$ cat config.mk
export PLATFORM = sky130hd
export DESIGN_NAME = tswd_top
export DESIGN_NICKNAME = d
export VERILOG_FILES = /design/src/tswd_pkg.sv /design/src/tswd_top.sv
export VERILOG_INCLUDE_DIRS = /design/src
export SDC_FILE = /design/constraint.sdc
export NUM_CORES = 1
export LEC_CHECK = 0
export BUFFER_PORTS_ARGS = -buffer_cell sky130_fd_sc_hd__clkbuf_2
export CORE_ASPECT_RATIO = 0.7
export CORE_MARGIN = 10
export CORE_UTILIZATION = 40
export DETAILED_ROUTE_END_ITERATION = 10
export PLACE_DENSITY = 0.71
export REMOVE_ABC_BUFFERS = 1
export SKIP_CTS_REPAIR_TIMING = 1
export SLEW_MARGIN = 20
export SYNTH_ARGS = -nofsm -noshare
export SYNTH_HDL_FRONTEND = slang
export SYNTH_SLANG_ARGS = --single-unit
export TNS_END_PERCENT = 100
$ cat constraint.sdc
create_clock -name clk_sys -period 2.6 [get_ports clk_sys]
set_clock_uncertainty 0.05 [all_clocks]
set_input_delay 0.39 -clock clk_sys [delete_from_list [all_inputs] [get_ports clk_sys]]
set_output_delay 0.39 -clock clk_sys [all_outputs]
set_load 0.005 [all_outputs]
$ cat src/tswd_params.svh
// Offsets, field positions, reset values and timing counts of the watchdog supervisor
`ifndef TSWD_PARAMS_SVH
`define TSWD_PARAMS_SVH

// ----------------------------------------
// Address map
// ----------------------------------------
`define TSWD_BASE0 16'h0190
`define TSWD_BASE1 16'h0290
`define TSWD_BASE2 16'h0390
`define TSWD_OFS_SYS 16'h0001
`define TSWD_OFS_LOCK 16'h0002
`define TSWD_OFS_WDOG 16'h0006
`define TSWD_OFS_ISTAT 16'h0007
`define TSWD_OFS_IEN 16'h0008
`define TSWD_ADDR_PFO 16'h4031

// ----------------------------------------
// Field positions
// ----------------------------------------
`define TSWD_LOCK_BIT 2
`define TSWD_HCLR_BIT 0
`define TSWD_EN_BIT 7
`define TSWD_SEL_LSB 4
`define TSWD_SYS_PF_BIT 0
`define TSWD_SYS_WDO_BIT 1
`define TSWD_PFO_BIT 1
`define TSWD_INT_WD 0
`define TSWD_INT_BAT 1

// ----------------------------------------
// Reset values
// ----------------------------------------
`define TSWD_RST_LOCK 8'h05
`define TSWD_RST_WDOG 8'h70

// ----------------------------------------
// Timing
// ----------------------------------------
`define TSWD_TICK_NS 1080000
`define TSWD_CLK_NS 20
`define TSWD_S1_BASE_TICKS 16
`define TSWD_S2_TICKS 8
`define TSWD_RST_HOLD_CYC 16

`endif

$ cat src/tswd_pkg.sv
// Types shared by the watchdog supervisor
package tswd_pkg;

    typedef enum logic [1:0] {
        TSWD_IDLE  = 2'b00,
        TSWD_ARM   = 2'b01,
        TSWD_GRACE = 2'b10,
        TSWD_RESET = 2'b11
    } tswd_state_t;

    typedef struct packed {
        logic [15:0] addr;
        logic [7:0] wdata;
        logic wr;
        logic rd;
    } tswd_bus_req_t;

    typedef struct packed {
        logic supply_fail;
        logic battery_low;
    } tswd_pins_t;

endpackage

$ cat src/tswd_top.sv
// Two-stage watchdog supervisor with power-fail status and reset history
`timescale 1ns/1ns
`include "tswd_params.svh"

module tswd_top #(
    parameter int unsigned TICK_CYC = `TSWD_TICK_NS / `TSWD_CLK_NS,
    parameter int unsigned RST_HOLD = `TSWD_RST_HOLD_CYC
) (
    input wire logic clk_sys,
    input wire logic rst_n,
    input wire logic por_n,
    input wire logic [1:0] base_sel,
    input tswd_pkg::tswd_bus_req_t bus_req,
    input tswd_pkg::tswd_pins_t pins_async,
    output logic [7:0] bus_rdata,
    output logic nmi_irq,
    output logic master_reset,
    output logic power_fail_out_n
);

    localparam int unsigned PW = (TICK_CYC > 2) ? $clog2(TICK_CYC) : 1;
    localparam int unsigned HW = (RST_HOLD > 2) ? $clog2(RST_HOLD) : 1;
    localparam int unsigned CW = 19;

    function automatic logic [CW-1:0] s1_period(input logic [2:0] sel);
        s1_period = CW'(`TSWD_S1_BASE_TICKS) << {sel, 1'b0};
    endfunction

    // ----------------------------------------
    // Storage
    // ----------------------------------------
    tswd_pkg::tswd_state_t state_r, state_nxt;
    logic [CW-1:0] cnt_r, cnt_nxt;
    logic [PW-1:0] pre_r;
    logic [HW-1:0] hold_r, hold_nxt;
    logic lock_r, hclr_n_r, wd_en_r, wdo_r;
    logic [2:0] wd_sel_r;
    logic [1:0] ien_r, istat_r, s1_r, s2_r;
    logic [7:0] rdata_r;
    logic nmi_r, mrst_r, pfo_n_r;
    logic wd_evt, rst_evt;

    // ----------------------------------------
    // Pin synchronisers
    // ----------------------------------------
    always_ff @(posedge clk_sys) begin
        if (!rst_n) begin
            s1_r <= 2'h0;
            s2_r <= 2'h0;
        end else begin
            s1_r <= pins_async;
            s2_r <= s1_r;
        end
    end

    wire bat_low = s2_r[0];
    wire sup_fail = s2_r[1];

    // ----------------------------------------
    // Address decode
    // ----------------------------------------
    wire [15:0] base_w = (base_sel == 2'h0) ? `TSWD_BASE0 :
                         (base_sel == 2'h1) ? `TSWD_BASE1 : `TSWD_BASE2;
    // Code 3 switches the group off so two boards never collide on it; the fixed PFO address is still decoded
    wire grp_on = (base_sel != 2'h3);
    wire hit_sys = grp_on && (bus_req.addr == base_w + `TSWD_OFS_SYS);
    wire hit_lock = grp_on && (bus_req.addr == base_w + `TSWD_OFS_LOCK);
    wire hit_wdog = grp_on && (bus_req.addr == base_w + `TSWD_OFS_WDOG);
    wire hit_istat = grp_on && (bus_req.addr == base_w + `TSWD_OFS_ISTAT);
    wire hit_ien = grp_on && (bus_req.addr == base_w + `TSWD_OFS_IEN);
    wire hit_pfo = (bus_req.addr == `TSWD_ADDR_PFO);

    wire wr_lock = bus_req.wr && hit_lock;
    wire wr_wdog = bus_req.wr && hit_wdog;
    wire wr_istat = bus_req.wr && hit_istat;
    wire wr_ien = bus_req.wr && hit_ien;

    wire [2:0] sel_new = bus_req.wdata[`TSWD_SEL_LSB +: 3];
    wire wd_en_nxt = (wr_wdog && !lock_r) ? bus_req.wdata[`TSWD_EN_BIT] : wd_en_r;
    wire tick = (pre_r == PW'(TICK_CYC - 1));

    // ----------------------------------------
    // Control registers
    // ----------------------------------------
    always_ff @(posedge clk_sys) begin
        if (!rst_n) begin
            // Reset values are sliced out of the whole-register defaults
            lock_r <= 1'(`TSWD_RST_LOCK >> `TSWD_LOCK_BIT);
            hclr_n_r <= 1'(`TSWD_RST_LOCK >> `TSWD_HCLR_BIT);
            wd_en_r <= 1'(`TSWD_RST_WDOG >> `TSWD_EN_BIT);
            wd_sel_r <= 3'(`TSWD_RST_WDOG >> `TSWD_SEL_LSB);
            ien_r <= 2'h0;
        end else begin
            if (wr_lock) begin
                lock_r <= bus_req.wdata[`TSWD_LOCK_BIT];
                hclr_n_r <= bus_req.wdata[`TSWD_HCLR_BIT];
            end
            wd_en_r <= wd_en_nxt;
            if (wr_wdog) begin
                wd_sel_r <= sel_new;
            end
            if (wr_ien) begin
                ien_r <= bus_req.wdata[1:0];
            end
        end
    end

    // ----------------------------------------
    // Tick prescaler
    // ----------------------------------------
    // Restarted on each trigger so the first stage is whole ticks long
    always_ff @(posedge clk_sys) begin
        if (!rst_n || wr_wdog || state_r == tswd_pkg::TSWD_IDLE) begin
            pre_r <= PW'(0);
        end else if (tick) begin
            pre_r <= PW'(0);
        end else begin
            pre_r <= pre_r + PW'(1);
        end
    end

    // ----------------------------------------
    // Two-stage sequencer
    // ----------------------------------------
    always_comb begin
        state_nxt = state_r;
        cnt_nxt = cnt_r;
        hold_nxt = hold_r;
        wd_evt = 1'b0;
        rst_evt = 1'b0;
        case (state_r)
            tswd_pkg::TSWD_IDLE: begin
                cnt_nxt = cnt_r;
            end
            tswd_pkg::TSWD_ARM: begin
                if (tick && cnt_r == CW'(1)) begin
                    state_nxt = tswd_pkg::TSWD_GRACE;
                    cnt_nxt = CW'(`TSWD_S2_TICKS);
                    wd_evt = 1'b1;
                end else if (tick) begin
                    cnt_nxt = cnt_r - CW'(1);
                end
            end
            tswd_pkg::TSWD_GRACE: begin
                if (tick && cnt_r == CW'(1)) begin
                    state_nxt = tswd_pkg::TSWD_RESET;
                    hold_nxt = HW'(RST_HOLD - 1);
                    rst_evt = 1'b1;
                end else if (tick) begin
                    cnt_nxt = cnt_r - CW'(1);
                end
            end
            tswd_pkg::TSWD_RESET: begin
                if (hold_r == HW'(0)) begin
                    state_nxt = tswd_pkg::TSWD_IDLE;
                end else begin
                    hold_nxt = hold_r - HW'(1);
                end
            end
            default: begin
                state_nxt = tswd_pkg::TSWD_IDLE;
            end
        endcase
        // A reset already on its way out is not recalled
        if (state_r != tswd_pkg::TSWD_RESET) begin
            if (wr_wdog && wd_en_nxt) begin
                state_nxt = tswd_pkg::TSWD_ARM;
                cnt_nxt = s1_period(sel_new);
                wd_evt = 1'b0;
                rst_evt = 1'b0;
            end else if (!wd_en_nxt) begin
                state_nxt = tswd_pkg::TSWD_IDLE;
                wd_evt = 1'b0;
                rst_evt = 1'b0;
            end
        end
    end

    always_ff @(posedge clk_sys) begin
        if (!rst_n) begin
            state_r <= tswd_pkg::TSWD_IDLE;
            cnt_r <= CW'(0);
            hold_r <= HW'(0);
            mrst_r <= 1'b0;
        end else begin
            state_r <= state_nxt;
            cnt_r <= cnt_nxt;
            hold_r <= hold_nxt;
            mrst_r <= (state_nxt == tswd_pkg::TSWD_RESET);
        end
    end

    // ----------------------------------------
    // Reset history
    // ----------------------------------------
    // Survives the board reset it caused; power-up or a zero written to the history-clear bit clears it
    always_ff @(posedge clk_sys) begin
        if (!por_n || !hclr_n_r) begin
            wdo_r <= 1'b0;
        end else if (rst_evt) begin
            wdo_r <= 1'b1;
        end
    end

    // ----------------------------------------
    // Interrupt status and power-fail output
    // ----------------------------------------
    wire [1:0] live = {bat_low, state_r == tswd_pkg::TSWD_GRACE};
    wire [1:0] w1c = wr_istat ? bus_req.wdata[1:0] : 2'h0;

    genvar gi;
    generate
        for (gi = 0; gi < 2; gi++) begin : g_int
            always_ff @(posedge clk_sys) begin
                if (!rst_n) begin
                    istat_r[gi] <= 1'b0;
                end else if (ien_r[gi]) begin
                    istat_r[gi] <= live[gi] | (istat_r[gi] & ~w1c[gi]);
                end else begin
                    istat_r[gi] <= live[gi];
                end
            end
        end
    endgenerate

    always_ff @(posedge clk_sys) begin
        if (!rst_n) begin
            nmi_r <= 1'b0;
            pfo_n_r <= 1'b1;
        end else begin
            nmi_r <= |(istat_r & ien_r);
            pfo_n_r <= ~bat_low;
        end
    end

    // ----------------------------------------
    // Read path
    // ----------------------------------------
    wire [7:0] rd_sys = 8'({wdo_r, sup_fail});
    wire [7:0] rd_lock = 8'({lock_r, 1'b0, hclr_n_r});
    wire [7:0] rd_wdog = {wd_en_r, wd_sel_r, 4'h0};
    wire [7:0] rd_pfo = 8'({pfo_n_r, 1'b0});
    wire [7:0] rd_val = hit_sys ? rd_sys :
                        hit_lock ? rd_lock :
                        hit_wdog ? rd_wdog :
                        hit_istat ? 8'(istat_r) :
                        hit_ien ? 8'(ien_r) :
                        hit_pfo ? rd_pfo : 8'h00;

    always_ff @(posedge clk_sys) begin
        if (!rst_n || !bus_req.rd) begin
            rdata_r <= 8'h00;
        end else begin
            rdata_r <= rd_val;
        end
    end

    assign bus_rdata = rdata_r;
    assign nmi_irq = nmi_r;
    assign master_reset = mrst_r;
    assign power_fail_out_n = pfo_n_r;

    // Helper counters turn long durations into a single compare
    // instead of a long repetition that the tools would unroll
    int unsigned grace_cyc;
    int unsigned tick_gap;
    always_ff @(posedge clk_sys) begin
        grace_cyc <= (state_r == tswd_pkg::TSWD_GRACE) ? grace_cyc + 1 : 0;
        tick_gap <= (tick || wr_wdog || state_r == tswd_pkg::TSWD_IDLE) ? 0 : tick_gap + 1;
    end
endmodule
==> summary.txt, run 1 <==
Critical path
  • RR Endpoint: hold_r[3]$_SDFFE_PN0P_
  • Worst Reg-to-Reg Cells: 6
  • CP startpoint kind: flip-flop
  • CP arrival: 2.70 ns
  • Reg2Reg Setup Slack: 0.07 ns
  • CP Launch Point: pre_r[13]$_SDFF_PP0_
  • Worst-path fanout max: 9
  • Critical path type: flip-flop to flip-flop
  • Reg2reg start: pre_r[13]$_SDFF_PP0_
  • CP required: 2.77 ns
  • Crit. End Element: flip-flop

Die
  • Die ar.: 12900 um^2
  • Initial Util: between 40% and 50%
  • Die extent in y: 98.2 um
  • Io pins: 44
  • FP Rows: 28
  • Core Region: 8480 um^2
  • Die Span X: ~130 um

Synthesis
  • Synth unique cells: 63
  • Post-synth EDFFs: 0
  • Syn. warnings: 0
  • Seq/Total Area, Yosys: between 30% and 40%
  • Netlist Area Pre-Place: between 3000 and 4000 um^2
  • Share of async-settable or async-resettable flops after synthesis: 0%
  • Gate count after technology mapping: between 400 and 500
  • Synth Register Bits: 66
  • Main synth FF type: dfxtp_1
  • Avg Cell Area, Syn: 8.08 um^2

Route
  • Wire length per cell: 15.6 um
  • Routed vias: 3433
  • Vias per cell: 5.62
  • 1st-iter DRT viols: 360
  • Number of remaining DRC errors: 0
  • Initial DRT Pass Iterations: 6
  • WL final: 9.53 mm
  • Post-route ant nets: 0

Layout
  • Most frequent cells in the layout: dfxtp_1 (66), nor2_1 (56), clkbuf_2 (41), nand2_1 (38), a21oi_1 (23)
  • Share of cells above drive strength 1: 18.3%
  • Post-layout nets: 527
  • Post-Layout Cell Count: 611
  • Ant diodes: 0
  • Commonest non-fill, non-tap cell in the layout: dfxtp_1
  • # fillers: 843
  • Post-layout util: between 50% and 60%
  • Synthesis-to-layout area growth: 21.5%

CTS
  • CTS tree: built
  • Inserted Clock Buffers: 9
  • Clock sinks: 66
  • H-tree Lvls: 3
  • Reg clk slew, reported paths: 0.05 ns
  • Latest clock arrival within the worst-skew pair: between 0.3 and 0.4 ns
  • Worst-case clock buffer depth: 2
  • Root buffer cell: clkbuf_16

Min path
  • Hold wc startpoint: pins_async[1]
  • Min-delay worst type: input pin to flip-flop
  • Hold Path Cell Cnt: 2
  • Worst Hold End: s1_r[1]$_SDFF_PN0_

Power
  • Sw Ratio: roughly a fifth
  • Leak: between 1.5 and 2 nW
  • Worst VDD drop: roughly 300 uV
  • Internal: 1.89 mW
  • Clock power frac: 54.1%
  • Flop pwr share: 42.6%
  • Logic pwr share: 3.3%
  • Net switching power: 0.497 mW
  • P per Cell Area: 562 nW/um^2

Timing
  • Unrepaired setup endpoints after global routing: true
  • Final Hold Fails: 0
  • Slew @ Worst Pin: 0.579 ns
  • Slew margin rel.: a little over 60%
  • Pins Over Slew Limit: 0
  • Fin crit period: 2.53 ns
  • Worst setup margin: ~0.07 ns
  • Max Fclk: 0.395 GHz
  • Setup violations, final: 0
  • Period utilisation layout: 97.3%

Placement
  • Detailed Place HPWL: 6.99 mm
  • RD Place Congestion: 0.966
  • Setup WS pre-CTS: -0.0165 ns
  • IO Port Bufs: 41
  • Cells after DPL: 595

Global route
  • First-pass GRT wire length: roughly 16 mm
  • GRT overflow: 0
  • Number of antenna violations at the first check in global routing: 0
  • GRT Total Usage: 14.5%
  • Via count of the first global-routing pass: between 3000 and 4000
  • Largest net degree at the start of global routing: 26

Run status
  • Status: completed

Job
  • Max_cap viols: 0
logic make-up after synthesis:
family	synth area share, %
other	0.107
flip-flops	37.8
buffers and inverters	4.62
multiplexers	2.58
adder cells (fa/ha/maj)	2.86
AND/OR/NAND/NOR	29.4
AO/OA/AOI/OAI	18.9
XOR/XNOR	3.76
worst max-delay path, cell delays in order (launching register included):
cell and delay (ns):
dfxtp_1 0.34, or4_4 0.54, or4_4 0.52, a211o_1 0.37
a21o_1 0.20, o21a_1 0.17, o31a_1 0.22
through the flow:
step | power [mW] | TNS (ns) | hold slack [ns] | area [um^2]
3_5_place_dp | 1.12 | -0.0165 | 0.343 | 3920
4_1_cts | 2.42 | 0 | 0.205 | 4240
2_1_floorplan | 1.07 | 0 | 0.315 | 3420
5_1_grt | 2.48 | -0.0256 | 0.219 | 4250
6_report | 2.39 | 0 | 0.216 | 4250
3_3_place_gp | 1.11 | 0 | 0.333 | 3920
layout make-up:
cell class	count	area (um^2)	share of cell area, %
Clock buffer	10	229	5.39
Clock inverter	6	90.1	2.12
Inverter	22	82.6	1.94
Multi-Input combinational cell	327	2030	47.7
Sequential cell	66	1320	31.1
Tap cell	120	150	3.53
Timing Repair Buffer	60	348	8.18
sequential cells by signal (all words and copies together), names as in the netlist:
name,flops
state_r,2
hclr_n_r,1
wd_sel_r,3
s2_r,2
istat_r,2
wdo_r,1
hold_r,4
ien_r,2
power_fail_out_n,1
wd_en_r,1
s1_r,2
nmi_irq,1
master_reset,1
pre_r,16
lock_r,1
cnt_r,19
bus_rdata,7
routing by layer:
metal / global-route usage, % / up-vias / wire length, um
met2: 20.6 / 157 / 3900
met1: 19.5 / 1574 / 4610
met4: 3.84 / 0 / 80
met5: 0 / - / 0
met3: 6.19 / 9 / 938
li1: - / 1693 / -
synth_stat cells, types with 2 or more instances:
library cell  instances  share of area (%)
inv_1                20                2.1
o311ai_0              2               0.50
o21a_1                5                1.1
nor4_1                7                1.3
nand2_1              38                4.1
nor4_2                2               0.72
and2_1                8                1.4
nor3_1               18                2.6
a31oi_1              11                2.0
or4b_2                2               0.57
nor2_1               58                6.2
a21oi_1              23                3.3
clkbuf_1             16                1.7
o31a_1                2               0.50
o31ai_1               5                1.1
xor2_1                8                2.0
o211ai_1              5                1.1
nor3b_1               2               0.43
a211oi_1              7                1.5
nand3_1              16                2.3
clkinv_1              2               0.21
a21o_1                3               0.64
or4_1                 3               0.64
a41oi_1               3               0.75
or3_1                 8                1.4
a22oi_1               2               0.43
mux2i_1               9                2.6
nor4b_1               5                1.3
nand4_1               8                1.4
and3_1                4               0.72
nand4b_1              5                1.3
xnor2_1               7                1.8
ha_1                  8                2.9
or4_4                 2               0.64
dfxtp_1              66                 38
o21ai_0              16                2.3
worst max-delay path by stage:
| stage | endpoint |
|---|---|
| finish | hold_r[3]$_SDFFE_PN0P_ |
| floorplan | cnt_r[18]$_SDFF_PN0_ |
| global route | state_r[0]$_SDFF_PN0_ |
| global placement | cnt_r[18]$_SDFF_PN0_ |
| CTS | hold_r[3]$_SDFFE_PN0P_ |
| detailed placement | cnt_r[4]$_SDFF_PN0_ |
power groups by stage:
stage | clock network (mW) | registers, mW | logic, mW
6_report | 1.29 | 1.02 | 0.0788
2_1_floorplan | 0 | 1.04 | 0.0280
5_1_grt | 1.37 | 1.02 | 0.0871
3_3_place_gp | 0 | 1.04 | 0.0750
3_5_place_dp | 0 | 1.04 | 0.0776
4_1_cts | 1.32 | 1.02 | 0.0783
Power figures use the tool's default switching activity.
==> run 2, diff against run 1 <==
Settings changed: BUFFER_PORTS_ARGS -buffer_cell sky130_fd_sc_hd__clkbuf_2 to -buffer_cell sky130_fd_sc_hd__buf_2, CORE_ASPECT_RATIO 0.7 to unset.
==> summary.txt, run 2 (synthesis results as in run 1) <==
Route
  • Initial DRT Pass Iterations: 5 (-1)
  • Number of remaining DRC errors: 0 (unchanged)
  • Wire length per cell: 15.3 um (-2.2%)
  • Routed vias: 3459 (+0.76%)
  • Vias per cell: 5.71 (+1.6%)
  • 1st-iter DRT viols: 469 (+30%)
  • Post-route ant nets: 0 (unchanged)
  • WL final: 9.24 mm (-3.0%)

Timing
  • Max Fclk: 0.397 GHz (+0.39%)
  • Fin crit period: 2.52 ns (-0.00973 ns)
  • Setup violations, final: 0 (unchanged)
  • Pins Over Slew Limit: 0 (unchanged)
  • Period utilisation layout: 97.0% (-0.37 points)
  • Unrepaired setup endpoints after global routing: true
  • Final Hold Fails: 0 (unchanged)

Critical path
  • CP required: 2.79 ns (+0.02 ns)
  • Critical path type: flip-flop to flip-flop
  • Worst-path fanout max: 5 (-4)
  • Crit. End Element: flip-flop
  • Reg2Reg Setup Slack: 0.08 ns (about the same)
  • CP arrival: 2.71 ns (about the same)
  • CP startpoint kind: flip-flop

Die
  • Initial Util: 40.5% (-0.75 points)
  • Die Span X: 114 um (-14%)
  • Die extent in y: 114 um (+16%)
  • Die ar.: 12900 um^2 (-0.46%)
  • Core Region: 8640 um^2 (+1.9%)
  • Io pins: 44 (unchanged)
  • FP Rows: 34 (+21%)

Global route
  • Via count of the first global-routing pass: 3256 (+1.5%)
  • GRT overflow: 0 (unchanged)
  • Number of antenna violations at the first check in global routing: 0 (unchanged)
  • GRT Total Usage: 13.8% (-0.66 points)
  • Largest net degree at the start of global routing: 26 (unchanged)
  • First-pass GRT wire length: 15.0 mm (-4.8%)

Layout
  • Commonest non-fill, non-tap cell in the layout: dfxtp_1
  • Most frequent cells in the layout: dfxtp_1 (64), nor2_1 (57), buf_2 (41), nand2_1 (38), buf_4 (25)
  • Ant diodes: 0 (unchanged)
  • Post-layout nets: 534 (+1.3%)
  • Design area: 4210 um^2 (-1.1%)
  • Synthesis-to-layout area growth: 20.3%
  • Reg with most FFs: cnt_r
  • # fillers: 851 (+0.95%)
  • Post-layout util: 48.7% (-1.4 points)
  • Max reg flops: 19 (unchanged)
  • Share of cells above drive strength 1: 19.5% (+1.1 points)

Job
  • Max_cap viols: 0 (unchanged)

Power
  • Worst VDD drop: 189 uV (-38%)
  • Post-route total power: 2.06 mW (-14%)
  • Leak: 1.62 nW (-0.24%)
  • P per Cell Area: 489 nW/um^2 (-13%)

Placement
  • RD Place Congestion: 0.909 (-5.8%)
  • Post-Place Cell Area: 3940 um^2 (+0.58%)
  • IO Port Bufs: 41 (unchanged)
  • Detailed Place HPWL: 6.73 mm (-3.7%)

CTS
  • CTS tree: built
  • Latest clock arrival within the worst-skew pair: 0.35 ns (+0.02 ns)
  • Inserted Clock Buffers: 9 (unchanged)
  • Root buffer cell: clkbuf_8
  • Reg clk slew, reported paths: 0.08 ns (+0.03 ns)
  • H-tree Lvls: 3 (unchanged)
  • Clock sinks: 66 (unchanged)
  • Worst-case clock buffer depth: 2 (unchanged)

Run status
  • Status: completed

Min path
  • Min-delay worst type: input pin to flip-flop
[run 2: cell type report]
class	count	area [um^2]	share of cell area [%]
clock buffer	10	128	3.03
clock inverter	6	90.1	2.14
inverter	22	82.6	1.96
multi-input combinational	327	2030	48.3
sequential	66	1320	31.5
tap	108	135	3.21
timing repair buffer	67	413	9.82
[run 2: per-layer routing]
layer / up-vias / global-route usage (%) / part of all wire [%]
met5: - / 0 / 0
met4: 0 / 6.26 / 2.3
met3: 19 / 4.04 / 7.8
li1: 1701 / - / -
met1: 1613 / 16.4 / 44
met2: 126 / 22.6 / 46
[run 2: path summary, 6_finish.rpt]
check,from,to,cells past startpoint
worst max-delay path,pre_r[13]$_SDFF_PP0_,hold_r[3]$_SDFFE_PN0P_,6
worst min-delay path,pins_async[1],s1_r[1]$_SDFF_PN0_,2
worst max register to register,pre_r[13]$_SDFF_PP0_,hold_r[3]$_SDFFE_PN0P_,6
worst min register to register,s2_r[0]$_SDFF_PN0_,power_fail_out_n$_SDFF_PN1_,1
[run 2: through the flow]
stage                     setup WS [ns]  instances  hold WS (ns)  setup TNS, ns
after global routing            -0.0168        606         0.194        -0.0172
after floorplan                   0.175        415         0.315              0
after CTS                        0.0599        604         0.188              0
after global placement           0.0848        588         0.330              0
after detailed placement         0.0726        588         0.331              0
final                            0.0787        606         0.195              0
[run 2: critical path, cell delays in order (launching register included)]
cell,delay (ns)
dfxtp_2,0.34
or4_4,0.54
or4_4,0.56
a211o_1,0.32
a21o_1,0.20
o21a_1,0.19
o31a_1,0.23
[run 2: report_power, final]
group	leakage (nW)	internal [mW]	switching, mW
registers	0.534	1.01	0.00116
logic	0.982	0.0342	0.0458
clock network	0.107	0.544	0.419
==> run 3, diff against run 2 <==
Settings changed: CORE_UTILIZATION 40 to 42, PLACE_DENSITY 0.71 to 0.73, SETUP_SLACK_MARGIN set to 0.05, SLEW_MARGIN 20 to 0.
==> summary.txt, run 3 (synthesis results as in run 1) <==
Critical path
  • CP startpoint kind: flip-flop
  • CP arrival: 2.68 ns (-0.03 ns)
  • Most used cell, CP: or4_4
  • WP buf/inv: 1 (+1)
  • Slowest CP cell: or4_4
  • CP required: 2.77 ns (-0.02 ns)
  • Critical path type: flip-flop to flip-flop
  • CP cell instances: or4_4 > or4_4 > buf_4 > or4_1 > o211ai_1 > a31oi_1
  • Cell family with most CP delay: simple AND/OR/NAND/NOR gates
  • Crit. End Element: flip-flop
  • Worst-path fanout max: 7 (+2)
  • CP peak stage delay: 0.55 ns (about the same)

Layout
  • Ant diodes: 0 (unchanged)
  • Most frequent cells in the layout: dfxtp_1 (66), nor2_1 (58), buf_2 (41), nand2_1 (38), buf_4 (24)
  • Synthesis-to-layout area growth: 19.4%
  • Post-layout nets: 532 (-0.37%)
  • Post-Layout Cell Count: 601 (-0.83%)
  • Share of cells above drive strength 1: 18.5% (-0.93 points)
  • Reg with most FFs: cnt_r
  • Post-layout util: 51.1% (+2.4 points)
  • Design area: 4180 um^2 (-0.71%)
  • Commonest non-fill, non-tap cell in the layout: dfxtp_1
  • Max reg flops: 19 (unchanged)

Power
  • Internal: 1.61 mW (+1.5%)
  • Net switching power: 0.475 mW (+2.0%)
  • Leak: 1.61 nW (-0.67%)
  • Logic pwr share: 3.8% (about the same)
  • Sw Ratio: 22.7% (+0.095 points)
  • Clock power frac: 47.7% (+0.9 points)
  • Flop pwr share: 48.5% (-0.8 points)
  • Worst VDD drop: 248 uV (+31%)
  • P per Cell Area: 501 nW/um^2 (+2.3%)

Die
  • Core Region: 8180 um^2 (-5.3%)
  • Initial Util: 42.8% (+2.3 points)
  • Die extent in y: 111 um (-2.0%)
  • Io pins: 44 (unchanged)
  • FP Rows: 33 (-2.9%)
  • Die ar.: 12400 um^2 (-3.9%)
  • Die Span X: 111 um (-2.0%)

Global route
  • GRT Total Usage: 14.4% (+0.59 points)
  • Via count of the first global-routing pass: 3170 (-2.6%)
  • GRT overflow: 0 (unchanged)
  • Largest net degree at the start of global routing: 26 (unchanged)
  • First-pass GRT wire length: 15.1 mm (+0.41%)
  • Number of antenna violations at the first check in global routing: 0 (unchanged)

Timing
  • Unrepaired setup endpoints after global routing: true
  • Final Hold Fails: 0 (unchanged)
  • Pins Over Slew Limit: 0 (unchanged)
  • Period utilisation layout: 96.6% (-0.40 points)
  • Fin crit period: 2.51 ns (-0.0104 ns)
  • Setup TNS Final: 0 ns (unchanged)
  • Slew @ Worst Pin: 0.507 ns
  • Hold WS: 0.189 ns (-0.00614 ns)
  • Setup violations, final: 0 (unchanged)
  • Max Fclk: 0.398 GHz (+0.41%)
  • Slew margin rel.: 65.8%

Placement
  • Detailed Place HPWL: 6.75 mm (+0.31%)
  • Post-Place Cell Area: 3920 um^2 (-0.48%)
  • RD Place Congestion: 0.897 (-1.4%)
  • IO Port Bufs: 41 (unchanged)
  • Cells after DPL: 583 (-0.85%)

CTS
  • Worst-case clock buffer depth: 2 (unchanged)
  • Inserted Clock Buffers: 9 (unchanged)
  • Clock sinks: 66 (unchanged)
  • H-tree Lvls: 3 (unchanged)
  • CTS tree: built
  • Root buffer cell: clkbuf_8
  • Latest clock arrival within the worst-skew pair: 0.36 ns (about the same)
  • Reg clk slew, reported paths: 0.08 ns (about the same)

Route
  • Number of remaining DRC errors: 0 (unchanged)
  • 1st-iter DRT viols: 360 (-23%)
  • Routed vias: 3411 (-1.4%)
  • Vias per cell: 5.68 (-0.57%)
  • Wire length per cell: 15.3 um (about the same)
  • Post-route ant nets: 0 (unchanged)
  • WL final: 9.17 mm (-0.80%)
  • Initial DRT Pass Iterations: 5 (unchanged)

Min path
  • Min-delay worst type: input pin to flip-flop

Run status
  • Status: completed

Job
  • Max_cap viols: 0 (unchanged)
run 3: area by class of cell:
cell class | count | area (um^2)
Clock inverter | 6 | 90.1
Sequential cell | 66 | 1320
Inverter | 22 | 82.6
Multi-Input combinational cell | 327 | 2030
Clock buffer | 10 | 138
Tap cell | 105 | 131
Fill cell | 801 | 4000
Timing Repair Buffer | 65 | 385
run 3: metal layers:
layer  routed length (um)  GRT usage, %
met1                 4120          17.4
met3                  645          3.68
met2                 4210          23.3
met4                  196          6.86
met5                    0             0
run 3: power groups by stage:
stage	sequential, mW	clock (mW)	combinational [mW]
after floorplan	1.04	0	0.0280
after global placement	1.04	0	0.0766
after detailed placement	1.04	0	0.0783
after CTS	1.01	1.01	0.0789
after global routing	1.02	1.05	0.0879
final	1.01	0.996	0.0794
run 3: worst reg2reg max path: stages, from the launching register on:
cell	delay [ns]
dfxtp_1	0.35
or4_4	0.55
or4_4	0.52
buf_4	0.19
or4_1	0.46
o211ai_1	0.17
a31oi_1	0.10
run 3: path summary, 6_finish.rpt:
check / start / end / slack, ns / cells past startpoint
worst max-delay path: pre_r[13]$_SDFF_PP0_ / cnt_r[10]$_SDFF_PN0_ / 0.09 / 6
worst min-delay path: pins_async[1] / s1_r[1]$_SDFF_PN0_ / 0.19 / 2
worst max register to register: pre_r[13]$_SDFF_PP0_ / cnt_r[10]$_SDFF_PN0_ / 0.09 / 6
worst min register to register: s2_r[0]$_SDFF_PN0_ / power_fail_out_n$_SDFF_PN1_ / 0.35 / 1
run 3: stage by stage:
stage	setup slack, ns	total power, mW
4_1_cts	0.0787	2.11
6_report	0.0890	2.09
5_1_grt	0.0171	2.16
3_5_place_dp	0.0942	1.12
2_1_floorplan	0.175	1.07
3_3_place_gp	0.136	1.12
